## src/hdl/sac_pkg.sv

```systemverilog
package sac_pkg;
  // frame layout
  localparam int FRAME_BITS = 16;
  localparam int FIELD_BITS = 8;
  localparam int ADDR_MSB = 15;
  localparam int ADDR_LSB = 8;
  localparam int CODE_MSB = 7;
  localparam int CODE_LSB = 0;
  // channel addresses
  localparam logic [7:0] ADDR_CH1 = 8'h00;
  localparam logic [7:0] ADDR_CH2 = 8'h01;
  localparam logic [7:0] ADDR_CH3 = 8'h02;
  localparam int NUM_CH = 2;
  // attenuation code ranges
  localparam logic [7:0] CODE_FINE_LAST = 8'h5F;
  localparam logic [7:0] CODE_COARSE_FIRST = 8'h60;
  localparam logic [7:0] CODE_COARSE_LAST = 8'h7E;
  localparam logic [7:0] CODE_MUTE_FIRST = 8'h7F;
  // attenuation in half-dB units
  localparam logic [7:0] HALF_DB_COARSE_BASE = 8'h60;
  localparam logic [7:0] HALF_DB_MUTE = 8'hC8;
  // reset values and synchroniser depth
  localparam logic [7:0] RST_CODE = 8'hFF;
  localparam logic [15:0] RST_SHIFT = 16'h0000;
  localparam logic RST_MUTE = 1'b1;
  localparam logic RST_SCLK_LEVEL = 1'b0;
  localparam logic RST_LOAD_LEVEL = 1'b1;
  localparam int SYNC_STAGES = 2;
endpackage

```

## src/hdl/sac_sync.sv

```systemverilog
`timescale 1ns/100ps
`default_nettype none
// two-flop synchroniser for one pin
module sac_sync (
  // clock and reset
  input wire logic clock,
  input wire logic rst,
  // pin and synchronised level
  input wire logic pin,
  output logic level
);
  logic [1:0] stage_reg;
  logic [1:0] stage_next;

  // shift pin through both stages
  always_comb begin
    stage_next = {stage_reg[0], pin};
  end

  always_ff @(posedge clock or posedge rst) begin
    if (rst) begin
      stage_reg <= 2'h0;
    end else begin
      stage_reg <= stage_next;
    end
  end

  assign level = stage_reg[1];
endmodule
`default_nettype wire

```

## src/hdl/sac_top.sv

```systemverilog
`timescale 1ns/100ps
`default_nettype none
module sac_top (
  // clock and reset
  input wire logic clock,
  input wire logic rst,
  // serial link pins
  input wire logic sclk,
  input wire logic load_shift,
  input wire logic data_in,
  output logic data_out,
  // channel one setting
  output logic [7:0] ch1_code,
  output logic [7:0] ch1_half_db,
  output logic ch1_mute,
  // channel two setting
  output logic [7:0] ch2_code,
  output logic [7:0] ch2_half_db,
  output logic ch2_mute,
  // last latched frame fields
  output logic [7:0] channel_select_byte,
  output logic [7:0] attenuation_code_byte
);
  // synchronised pins
  logic [2:0] pin_raw;
  logic [2:0] pin_s;
  logic sclk_s;
  logic load_s;
  logic din_s;
  // edge detector state
  logic sclk_d_reg;
  logic sclk_d_next;
  logic load_d_reg;
  logic load_d_next;
  logic sclk_rise;
  logic load_rise;
  // shift chain state and its fields
  logic [sac_pkg::FRAME_BITS-1:0] shift_reg;
  logic [sac_pkg::FRAME_BITS-1:0] shift_next;
  logic [sac_pkg::FIELD_BITS-1:0] frame_addr;
  logic [sac_pkg::FIELD_BITS-1:0] frame_code;
  // last latched frame bytes
  logic [7:0] sel_reg;
  logic [7:0] sel_next;
  logic [7:0] att_reg;
  logic [7:0] att_next;

  // map attenuation code to half-dB units
  function automatic logic [7:0] code_to_half_db(input logic [7:0] code);
    logic [7:0] r;
    r = sac_pkg::HALF_DB_MUTE;
    if (code <= sac_pkg::CODE_FINE_LAST) begin
      r = code;
    end else if (code <= sac_pkg::CODE_COARSE_LAST) begin
      r = 8'((code - sac_pkg::CODE_COARSE_FIRST) << 1) + sac_pkg::HALF_DB_COARSE_BASE;
    end
    return r;
  endfunction

  // mute decode of a code
  function automatic logic code_is_mute(input logic [7:0] code);
    return code >= sac_pkg::CODE_MUTE_FIRST;
  endfunction

  // does an address byte name the given channel
  function automatic logic addr_selects(input logic [7:0] addr, input int ch);
    logic [7:0] own;
    own = sac_pkg::ADDR_CH1;
    if (ch == 1) begin
      own = sac_pkg::ADDR_CH2;
    end
    // third-channel and other codes match nobody
    return addr == own;
  endfunction

  // enable goes in inverted, so a cleared stage reads as enable high
  assign pin_raw = {data_in, ~load_shift, sclk};

  // every pin passes two flops before logic reads it
  for (genvar p = 0; p < 3; p++) begin : g_sync
    sac_sync u_sync (
      .clock(clock),
      .rst(rst),
      .pin(pin_raw[p]),
      .level(pin_s[p])
    );
  end

  // synchronised levels, enable back to its pin sense
  assign sclk_s = pin_s[0];
  assign load_s = ~pin_s[1];
  assign din_s = pin_s[2];

  // rising edges of serial clock and enable
  assign sclk_rise = sclk_s & ~sclk_d_reg;
  assign load_rise = load_s & ~load_d_reg;

  // edge detector next state
  always_comb begin
    sclk_d_next = sclk_s;
    load_d_next = load_s;
  end

  // detectors reset to the idle levels, so reset never fakes a latch
  always_ff @(posedge clock or posedge rst) begin
    if (rst) begin
      sclk_d_reg <= sac_pkg::RST_SCLK_LEVEL;
      load_d_reg <= sac_pkg::RST_LOAD_LEVEL;
    end else begin
      sclk_d_reg <= sclk_d_next;
      load_d_reg <= load_d_next;
    end
  end

  // one bit in per clock rise, only while enable is low
  always_comb begin
    shift_next = shift_reg;
    if (sclk_rise && !load_s) begin
      shift_next = {shift_reg[sac_pkg::FRAME_BITS-2:0], din_s};
    end
  end

  // shift chain register
  always_ff @(posedge clock or posedge rst) begin
    if (rst) begin
      shift_reg <= sac_pkg::RST_SHIFT;
    end else begin
      shift_reg <= shift_next;
    end
  end

  // frame fields, address byte shifted in first
  assign frame_addr = shift_reg[sac_pkg::ADDR_MSB:sac_pkg::ADDR_LSB];
  assign frame_code = shift_reg[sac_pkg::CODE_MSB:sac_pkg::CODE_LSB];

  // both bytes latch on enable rise, whatever the address
  always_comb begin
    sel_next = sel_reg;
    att_next = att_reg;
    if (load_rise) begin
      sel_next = frame_addr;
      att_next = frame_code;
    end
  end

  // latched frame byte registers
  always_ff @(posedge clock or posedge rst) begin
    if (rst) begin
      sel_reg <= sac_pkg::RST_CODE;
      att_reg <= sac_pkg::RST_CODE;
    end else begin
      sel_reg <= sel_next;
      att_reg <= att_next;
    end
  end

  // one settings set per channel
  for (genvar ch = 0; ch < sac_pkg::NUM_CH; ch++) begin : g_chan
    logic [7:0] code_reg;
    logic [7:0] code_next;
    logic [7:0] half_db_reg;
    logic [7:0] half_db_next;
    logic mute_reg;
    logic mute_next;
    logic hit;

    // only a latched frame naming this channel touches it
    assign hit = load_rise && addr_selects(frame_addr, ch);

    // new setting taken from the latched code
    always_comb begin
      code_next = code_reg;
      half_db_next = half_db_reg;
      mute_next = mute_reg;
      if (hit) begin
        code_next = frame_code;
        half_db_next = code_to_half_db(frame_code);
        mute_next = code_is_mute(frame_code);
      end
    end

    // every channel starts muted
    always_ff @(posedge clock or posedge rst) begin
      if (rst) begin
        code_reg <= sac_pkg::RST_CODE;
        half_db_reg <= sac_pkg::HALF_DB_MUTE;
        mute_reg <= sac_pkg::RST_MUTE;
      end else begin
        code_reg <= code_next;
        half_db_reg <= half_db_next;
        mute_reg <= mute_next;
      end
    end

    // route this channel to its port group
    if (ch == 0) begin : g_first
      assign ch1_code = code_reg;
      assign ch1_half_db = half_db_reg;
      assign ch1_mute = mute_reg;
    end else begin : g_second
      assign ch2_code = code_reg;
      assign ch2_half_db = half_db_reg;
      assign ch2_mute = mute_reg;
    end
  end

  // chain output is the oldest bit of the shift chain
  assign data_out = shift_reg[sac_pkg::FRAME_BITS-1];
  // latched bytes straight from their registers
  assign channel_select_byte = sel_reg;
  assign attenuation_code_byte = att_reg;
endmodule
`default_nettype wire

```

## config.mk

```make
export PLATFORM = sky130hd
export DESIGN_NAME = sac_top
export DESIGN_NICKNAME = d
export VERILOG_FILES = /design/src/hdl/sac_pkg.sv /design/src/hdl/sac_sync.sv /design/src/hdl/sac_top.sv
export SDC_FILE = /design/constraint.sdc
export NUM_CORES = 1
export LEC_CHECK = 0
export BUFFER_PORTS_ARGS = -buffer_cell sky130_fd_sc_hd__buf_2
export CORE_MARGIN = 5
export CORE_UTILIZATION = 39
export CTS_CLUSTER_DIAMETER = 40
export DETAILED_ROUTE_END_ITERATION = 10
export GPL_TIMING_DRIVEN = 0
export SYNTH_ARGS = -nofsm -noshare
export SYNTH_HDL_FRONTEND = slang
export SYNTH_SLANG_ARGS = --single-unit
```

## constraint.sdc

```tcl
create_clock -name clock -period 2.4 [get_ports clock]
set_clock_uncertainty 0.15 [all_clocks]
set_input_delay 0.12 -clock clock [delete_from_list [all_inputs] [get_ports clock]]
set_output_delay 0.12 -clock clock [all_outputs]
set_load 0.01 [all_outputs]
```

==> summary.md, run 1 <==
| Metric | Value |
|---|---|
| Synth-to-Final Area Change | `20.7%` |
| Synthesized netlist cell count | `roughly 230` |
| PwrDens | `1050 nW/µm²` |
| Max cap viols | `0` |
| VDD IR max | `387 µV` |
| Share of cells above drive strength 1 | `54.2%` |
| Fin crit share | `78.0%` |
| Avg WL per Cell | `14.9 µm` |
| Hold Crit Class | `flip-flop to flip-flop` |
| DRC | `0` |
| Diode count | `0` |
| DIE AREA | `between 9000 and 10000 µm²` |
| Max Root-Sink Buffers | `2` |
| Overall power | `3.81 mW` |
| Aggregate global routing overflow | `0` |
| Number of flip-flops in the largest register | `16` |
| Worst path max stage delay | `0.43 ns` |
| Core ar. | `7610 µm²` |
| CP max FO | `10` |
| Clock transition at path regs | `0.07 ns` |
| Dpl ws | `0.544 ns` |
| CTS Buf Count | `9` |
| Vias per Instance | `4.83` |
| Critical path buffers and inverters | `1` |
| Total number of vias | `approximately 2000` |
| Leakage | `1.74 nW` |
| Antenna violations before repair | `0` |
| Fill count | `705` |
| I/O pins | `56` |
| Post-synthesis sequential area ratio | `a little over three fifths` |
| Root buffer cell | `clkbuf_8` |
| Slowest cell on crit path | `dfrtp_1` |
| Post-synthesis register bit count | `74` |
| Yosys warnings | `0` |
| Slew @ Worst Pin | `0.871 ns` |
| Worst-skew pair later-pin latency | `0.34 ns` |
| Vias in the first global route | `1947` |
| Max Freq | `534 MHz` |
| Primary FF master, synth | `dfstp_2` |
| Worst setup path class | `flip-flop to flip-flop` |
| Starting Density | `39.6%` |
| Max-slew violations | `0` |
| Total Wirelength | `between 6000 and 7000 µm` |
| Most common cell after layout, fill and taps aside | `buf_2` |
| Required time worst endpoint | `2.50 ns` |
| Final Instance Area | `3640 µm²` |
| Final hold viol count | `0` |
| Delay-heaviest family, CP | `simple AND/OR/NAND/NOR gates` |
| EDFF count, synth | `0` |
| Largest net degree at the start of global routing | `75` |
| Drt initial violations | `70` |
| Routability cong. | `0.878` |
| Post-synth cell types | `37` |
| Synth async-reset ratio | `100%` |
| Die height | `97.9 µm` |
| CP Data Arrival Time | `1.98 ns` |
| CP Launch Type | `flip-flop` |
| Max-Slew Margin vs Limit | `around two fifths` |
| Final hold slack | `0.200 ns` |
| HPWL after DPL | `4120 µm` |
| Antenna-violating nets left | `0` |
| Most frequent cells in the layout | `62 x buf_2, 41 x dfstp_2, 34 x mux2_2` |
| Status | `complete, no violations` |
| CTS Sinks | `74` |
| Setup violators final | `0` |
| Crit path time final | `1.87 ns` |
| Global-route wire length before repair | `about 10000 µm` |
| CP endpoint kind | `flip-flop` |
| Syn nets | `roughly 230` |
| Placed cell area | `3420 µm²` |
| IO buf count | `55` |
| Final worst slack | `0.529 ns` |
| Number of H-tree levels | `3` |
| Final Util | `47.8%` |
| Total global-route track usage | `between 10% and 20%` |
| Reg2Reg Setup Slack | `about 0.53 ns` |
| Nets | `about 300` |
| Syn avg cell area | `13.3 µm²` |
| Post-CTS Resized | `0` |
| FP Rows | `32` |
| Crit path cell chain | `nor3_1, nand4_1, buf_4, nor2b_1, a21oi_1` |
| Mapped Area | `around 3000 µm²` |
| RSZ-0062 raised after global routing | `no` |
| Chip width | `97.9 µm` |
| 1st-pass router iterations | `4` |
| CTS tree | `yes` |
[cells by family after synthesis]
| kind of cell | share of synthesized area, % |
|---|---|
| flops | 63.2 |
| buf+inv | 3.07 |
| xor+xnor | 0.291 |
| compound gates | 7.44 |
| fa+ha+maj | 1.25 |
| simple gates | 9.56 |
| mux | 15.2 |
[metal layers]
layer | vias to the layer above | routed length [µm] | global-route usage [%]
li1 | 935 | - | -
met1 | 941 | 2680 | 17.2
met2 | 62 | 2820 | 20.7
met3 | 8 | 447 | 5.43
met4 | 0 | 70 | 4.15
met5 | - | 0 | 0
[worst paths after layout]
check / startpoint / end / cells past startpoint
setup / recovery: shift_reg[9] / ch2_half_db[7] / 5
hold / removal: g_sync[2].u_sync.stage_reg[0] / g_sync[2].u_sync.stage_reg[1] / 0
setup reg to reg: shift_reg[9] / ch2_half_db[7] / 5
hold reg to reg: g_sync[2].u_sync.stage_reg[0] / g_sync[2].u_sync.stage_reg[1] / 0
max in group asynchronous: rst / g_sync[0].u_sync.stage_reg[0] / 3
min in group asynchronous: rst / shift_reg[12] / 3
[area by class of cell]
| class | count | area, µm² | area share, % |
|---|---|---|---|
| plain buffers | 13 | 70.1 | 1.93 |
| clock buffers | 13 | 139 | 3.82 |
| clock inverters | 3 | 40.0 | 1.10 |
| inverters | 6 | 25.0 | 0.688 |
| multi-input cells | 133 | 1020 | 27.9 |
| flip-flops and latches | 74 | 1900 | 52.3 |
| well taps | 102 | 128 | 3.51 |
| repair buffers | 59 | 315 | 8.67 |
[where the power goes]
group | switching, mW | internal, mW
logic | 0.575 | 0.467
registers | 0.196 | 1.68
clock network | 0.419 | 0.479
[synthesized netlist by cell type, types with 2 or more instances]
master     n  area (µm²)
a21oi_1    8        40.0
nor2b_1    5        31.3
or2_1      3        18.8
a32oi_1    2        17.5
dfrtp_1   33         826
mux2_4     5        75.1
o21ai_1    8        40.0
nand3b_1   2        15.0
mux2_2    34         383
nand2_1   25        93.8
clkbuf_1   3        11.3
o21ai_0   16        80.1
nor2_1     3        11.3
dfstp_2   41        1080
ha_1       3        37.5
inv_1      6        22.5
buf_2      7        35.0
a21o_1     2        15.0
nand4_1    2        12.5
[per-stage QoR]
step,setup TNS (ns),instances
2_1_floorplan,0,226
5_1_grt,0,403
6_report,0,403
3_5_place_dp,0,383
4_1_cts,0,403
3_3_place_gp,-18.36,383
[repair_timing]
item,CTS,global route
endpoints found under the hold margin,36,0
setup endpoints to repair,0,0
buffers inserted,0,0
hold buffers,4,0
Power figures use the tool's default switching activity.
==> run 2: changes to the inputs <==
==> constraint.sdc (replaced) <==
create_clock -name clock -period 1.8 [get_ports clock]
set_clock_uncertainty 0.15 [all_clocks]
set_input_delay 0.09 -clock clock [delete_from_list [all_inputs] [get_ports clock]]
set_output_delay 0.09 -clock clock [all_outputs]
set_load 0.01 [all_outputs]
==> run 2 against run 1 <==
Fmax up 8.6%; register-to-register slack lost 0.45 ns; flip-flop and latch count unchanged; critical path type unchanged; largest cell class unchanged.
==> summary.md, run 2 (same netlist as run 1, synthesis figures left out) <==
| Metric | Value |
|---|---|
| Max Freq | `580 MHz (+8.6%)` |
| Global-route wire length before repair | `10500 µm (+3.8%)` |
| Starting Density | `39.6% (unchanged)` |
| Largest net degree at the start of global routing | `33 (-56%)` |
| FP Rows | `32 (unchanged)` |
| Layout Cells excl Fill | `407 (+0.99%)` |
| Setup violators final | `0 (unchanged)` |
| Avg WL per Cell | `15.0 µm (+0.55%)` |
| Total global-route track usage | `13.8% (+0.46 points)` |
| Routability cong. | `0.892 (+1.6%)` |
| Most frequent cells in the layout | `61 x buf_2, 41 x dfstp_2, 34 x mux2_2` |
| R2R depth | `5 (unchanged)` |
| Number of H-tree levels | `3 (unchanged)` |
| Max-Slew Margin vs Limit | `62.7% (+21 points)` |
| Clock transition at path regs | `0.07 ns (about the same)` |
| Antenna violations before repair | `0 (unchanged)` |
| Aggregate global routing overflow | `0 (unchanged)` |
| TNS Setup | `0 ns (unchanged)` |
| Vias in the first global route | `2080 (+6.8%)` |
| Vias per Instance | `4.90 (+1.5%)` |
| RSZ-0062 raised after global routing | `yes` |
| Synth-to-Final Area Change | `25.1%` |
| CP Data Arrival Time | `1.84 ns (-0.14 ns)` |
| Crit path time final | `1.72 ns (-0.148 ns)` |
| CTS Sinks | `74 (unchanged)` |
| Diode count | `0 (unchanged)` |
| Slew @ Worst Pin | `0.560 ns (-0.311 ns)` |
| CP endpoint kind | `flip-flop` |
| CTS tree | `yes` |
| Final hold viol count | `0 (unchanged)` |
| Most common cell after layout, fill and taps aside | `buf_2` |
| Leakage | `1.77 nW (+1.5%)` |
| CP Launch Type | `flip-flop` |
| Worst setup path class | `flip-flop to flip-flop` |
| I/O pins | `56 (unchanged)` |
| 1st-pass router iterations | `4 (unchanged)` |
| Hold Crit Class | `flip-flop to flip-flop` |
| Worst hold path cell count | `0 (unchanged)` |
| Required time worst endpoint | `1.91 ns (-0.59 ns)` |
| Status | `complete, no violations` |
| Share of cells above drive strength 1 | `58.7% (+4.5 points)` |
| Max Root-Sink Buffers | `2 (unchanged)` |
| Worst-skew pair later-pin latency | `0.33 ns (about the same)` |
| Chip width | `97.9 µm (unchanged)` |
| Max-slew violations | `0 (unchanged)` |
| Drt initial violations | `49 (-30%)` |
| Root buffer cell | `clkbuf_8` |
| CTS Buf Count | `9 (unchanged)` |
| Nets | `308 (+1.3%)` |
| DIE AREA | `9580 µm² (unchanged)` |
| Fin crit share | `95.8% (+18 points)` |
| Die height | `97.9 µm (unchanged)` |
| Total number of vias | `1995 (+2.5%)` |
| HPWL after DPL | `4310 µm (+4.4%)` |
| DRC | `0 (unchanged)` |
| PwrDens | `1390 nW/µm² (+33%)` |
| Total Wirelength | `6110 µm (+1.5%)` |
| Number of flip-flops in the largest register | `16 (unchanged)` |
| VDD IR max | `501 µV (+29%)` |
| Dpl cells | `385 (+0.52%)` |
| Max cap viols | `0 (unchanged)` |
| IO buf count | `55 (unchanged)` |
| Core ar. | `7610 µm² (unchanged)` |
| CP max FO | `5 (-5)` |
| Antenna-violating nets left | `0 (unchanged)` |
==> run 2: changes by cell type in the layout (fill, tap and decap cells not counted), sizes merged <==
cell and delta:
buf +3, clkbuf +2, clkinv -1, clkinvlp +1, inv -1
==> run 2: where the power goes <==
| part | internal (mW) | switching [mW] |
|---|---|---|
| Clock | 0.717 | 0.563 |
| Combinational | 0.668 | 0.778 |
| Sequential | 2.24 | 0.270 |
| Total | 3.62 | 1.61 |
==> run 2: repair_timing <==
| action | 4_1_cts | 5_1_grt |
|---|---|---|
| hold buffers | 4 | 0 |
| endpoints found under the setup margin | 15 | 27 |
| pin swaps | 2 | 0 |
| setup buffers | 1 | 1 |
| gates resized for setup | 4 | 13 |
| endpoints found under the hold margin | 37 | 0 |
==> run 2: cell type report <==
class | count | area, µm²
plain buffers | 13 | 76.3
clock buffers | 14 | 163
clock inverters | 2 | 35.0
fillers | 723 | 3840
inverters | 6 | 26.3
multi-input cells | 133 | 1060
flip-flops and latches | 74 | 1910
well taps | 102 | 128
repair buffers | 63 | 374
==> run 2: worst max-delay path, cell delays in order, from the launching register on <==
cell,delay [ns]
dfrtp_2,0.44
nor4_4,0.30
buf_4,0.18
nand4b_4,0.15
buf_6,0.17
mux2_2,0.26
==> run 2: final timing paths <==
path | start | end | slack, ns
max in group asynchronous | rst | attenuation_code_byte[0] | 0.64
setup reg to reg | shift_reg[11] | ch1_code[2] | 0.08
min in group asynchronous | rst | ch2_code[7] | 0.36
hold / removal | g_sync[0].u_sync.stage_reg[0] | g_sync[0].u_sync.stage_reg[1] | 0.20
setup / recovery | shift_reg[11] | ch1_code[2] | 0.08
hold reg to reg | g_sync[0].u_sync.stage_reg[0] | g_sync[0].u_sync.stage_reg[1] | 0.20
==> run 2: layer usage <==
metal  vias to the layer above  global-route usage [%]  part of all wire, %
li1                        935                       -                    -
met1                       997                    18.0                   45
met2                        53                    21.3                   48
met3                        10                    4.00                  5.4
met4                         0                    6.50                  1.6
met5                         -                       0                    0
==> run 2: metrics by stage <==
step / setup slack (ns) / power, mW / area [µm²] / utilization, % / hold WS [ns]
final: 0.0761 / 5.24 / 3770 / 49.5 / 0.205
after global routing: -0.0139 / 5.59 / 3770 / 49.5 / 0.217
after CTS: -0.00262 / 5.28 / 3720 / 48.9 / 0.209
after detailed placement: -0.0905 / 3.95 / 3460 / 45.5 / 0.0494
after global placement: -0.0538 / 3.90 / 3420 / 44.9 / 0.0489
after floorplan: 0.160 / 3.36 / 3020 / - / -0.0286
==> run 3: changes to the inputs <==
--- a/config.mk
+++ b/config.mk
@@ -5,7 +5,7 @@
 export SDC_FILE = /design/constraint.sdc
 export NUM_CORES = 1
 export LEC_CHECK = 0
-export BUFFER_PORTS_ARGS = -buffer_cell sky130_fd_sc_hd__buf_2
+export BUFFER_PORTS_ARGS = -buffer_cell sky130_fd_sc_hd__clkbuf_2
 export CORE_MARGIN = 5
 export CORE_UTILIZATION = 39
 export CTS_CLUSTER_DIAMETER = 40
==> run 3 against run 2 <==
Sequential power is essentially flat; first-iteration DRC count rose by 49%; flip-flop and latch count did not move; critical path depth unchanged; wire length up 1.8%; final cell count grew 0.98%; non-clock buffer count rose by 4; critical path type unchanged; worst hold slack got worse by 0.0027 ns.
==> summary.md, run 3 (same netlist as run 1, synthesis figures left out) <==
| Metric | Value |
|---|---|
| Total number of vias | `1962 (-1.7%)` |
| Hold Crit Class | `flip-flop to flip-flop` |
| Synth-to-Final Area Change | `24.8%` |
| Die height | `97.9 µm (unchanged)` |
| Max Freq | `569 MHz (-2.0%)` |
| Fin crit share | `97.7% (+1.9 points)` |
| Share of cells above drive strength 1 | `57.3% (-1.4 points)` |
| Max Root-Sink Buffers | `2 (unchanged)` |
| Nets | `312 (+1.3%)` |
| Aggregate global routing overflow | `0 (unchanged)` |
| PwrDens | `1360 nW/µm² (-1.9%)` |
| RSZ-0062 raised after global routing | `yes` |
| Total Wirelength | `6220 µm (+1.8%)` |
| Dpl cells | `385 (unchanged)` |
| Worst-skew pair later-pin latency | `0.34 ns (about the same)` |
| Global-route wire length before repair | `10700 µm (+2.0%)` |
| Vias in the first global route | `2125 (+2.2%)` |
| Root buffer cell | `clkbuf_8` |
| Max-slew violations | `0 (unchanged)` |
| Largest net degree at the start of global routing | `34 (+3.0%)` |
| CP Launch Type | `flip-flop` |
| FP Rows | `32 (unchanged)` |
| Placed cell area | `3460 µm² (unchanged)` |
| Number of flip-flops in the largest register | `16 (unchanged)` |
| VDD IR max | `595 µV (+19%)` |
| 1st-pass router iterations | `4 (unchanged)` |
| CP max FO | `5 (unchanged)` |
| Antenna violations before repair | `0 (unchanged)` |
| Clock transition at path regs | `0.08 ns (about the same)` |
| Final Instance Area | `3760 µm² (-0.20%)` |
| Setup violators final | `0 (unchanged)` |
| CTS tree | `yes` |
| Worst setup path class | `flip-flop to flip-flop` |
| Max cap viols | `0 (unchanged)` |
| IO buf count | `55 (unchanged)` |
| Drt initial violations | `73 (+49%)` |
| Leakage | `1.74 nW (-1.2%)` |
| DIE AREA | `9580 µm² (unchanged)` |
| HPWL after DPL | `4300 µm (about the same)` |
| Status | `complete, no violations` |
| Max-Slew Margin vs Limit | `62.1% (-0.60 points)` |
| Final hold slack | `0.202 ns (-0.00271 ns)` |
| Routability cong. | `0.892 (about the same)` |
| Chip width | `97.9 µm (unchanged)` |
| Most frequent cells in the layout | `55 x clkbuf_2, 41 x dfstp_2, 34 x mux2_2` |
| Vias per Instance | `4.77 (-2.6%)` |
| CP Data Arrival Time | `1.88 ns (+0.04 ns)` |
| Number of H-tree levels | `3 (unchanged)` |
| Core ar. | `7610 µm² (unchanged)` |
| Overall power | `5.13 mW (-2.1%)` |
| Slew @ Worst Pin | `0.569 ns (+0.00893 ns)` |
| CP endpoint kind | `flip-flop` |
| I/O pins | `56 (unchanged)` |
| Avg WL per Cell | `15.1 µm (+0.79%)` |
| CTS Buf Count | `9 (unchanged)` |
| Required time worst endpoint | `1.92 ns (about the same)` |
| Layout Cells excl Fill | `411 (+0.98%)` |
| Most common cell after layout, fill and taps aside | `clkbuf_2` |
| Final hold viol count | `0 (unchanged)` |
| DRC | `0 (unchanged)` |
| CTS Sinks | `74 (unchanged)` |
| Total global-route track usage | `14.0% (+0.19 points)` |
| Diode count | `0 (unchanged)` |
| Antenna-violating nets left | `0 (unchanged)` |
| Starting Density | `39.6% (unchanged)` |
| TNS Setup | `0 ns (unchanged)` |
| Crit path time final | `1.76 ns (+0.0345 ns)` |
[run 3: stage by stage]
step	util (%)	setup slack [ns]
after detailed placement	45.5	-0.0587
after global routing	49.4	-0.0247
after global placement	44.9	-0.0467
final	49.4	0.0416
after floorplan	-	0.160
after CTS	48.9	0.0143
[run 3: critical path, cell delays in order, from the launching register on]
cell,delay [ns]
dfrtp_1,0.41
nor4_4,0.34
buf_4,0.17
nand4b_4,0.16
buf_12,0.18
mux2_2,0.26
[run 3: timing repair]
| action | in CTS | in global routing |
|---|---|---|
| cloned | 0 | 0 |
| buffers inserted | 3 | 4 |
| resized for setup | 6 | 2 |
| endpoints found under the hold margin | 35 | 0 |
| hold buffers | 4 | 0 |
| endpoints found under the setup margin | 15 | 23 |
| pin swaps | 1 | 1 |
[run 3: final timing paths]
check	from	endpoint	slack (ns)	depth (start not counted)
max in group asynchronous	rst	ch2_mute	0.65	5
hold / removal	g_sync[2].u_sync.stage_reg[0]	g_sync[2].u_sync.stage_reg[1]	0.20	0
hold reg to reg	g_sync[2].u_sync.stage_reg[0]	g_sync[2].u_sync.stage_reg[1]	0.20	0
setup reg to reg	shift_reg[11]	ch1_code[2]	0.04	5
setup / recovery	shift_reg[11]	ch1_code[2]	0.04	5
min in group asynchronous	rst	ch2_code[7]	0.35	3
[run 3: cell type report]
| class | instances | area (µm²) |
|---|---|---|
| Buffer | 12 | 65.1 |
| Timing Repair Buffer | 68 | 420 |
| Clock inverter | 3 | 15.0 |
| Inverter | 6 | 26.3 |
| Fill cell | 729 | 3850 |
| Multi-Input combinational cell | 133 | 1040 |
| Clock buffer | 13 | 160 |
| Sequential cell | 74 | 1910 |
| Tap cell | 102 | 128 |
[run 3: metal layers]
layer	share of wire (%)	global-route usage, %	vias to the layer above
met2	46	21.2	45
li1	-	-	934
met4	1.8	6.39	0
met3	5.1	4.07	12
met5	0	0	-
met1	47	18.7	971
[run 3: power by group]
group / switching (mW) / internal, mW / total, mW / leakage (nW)
clock: 0.587 / 0.580 / 1.17 / 0.0923
combinational: 0.783 / 0.667 / 1.45 / 0.802
sequential: 0.271 / 2.24 / 2.51 / 0.851
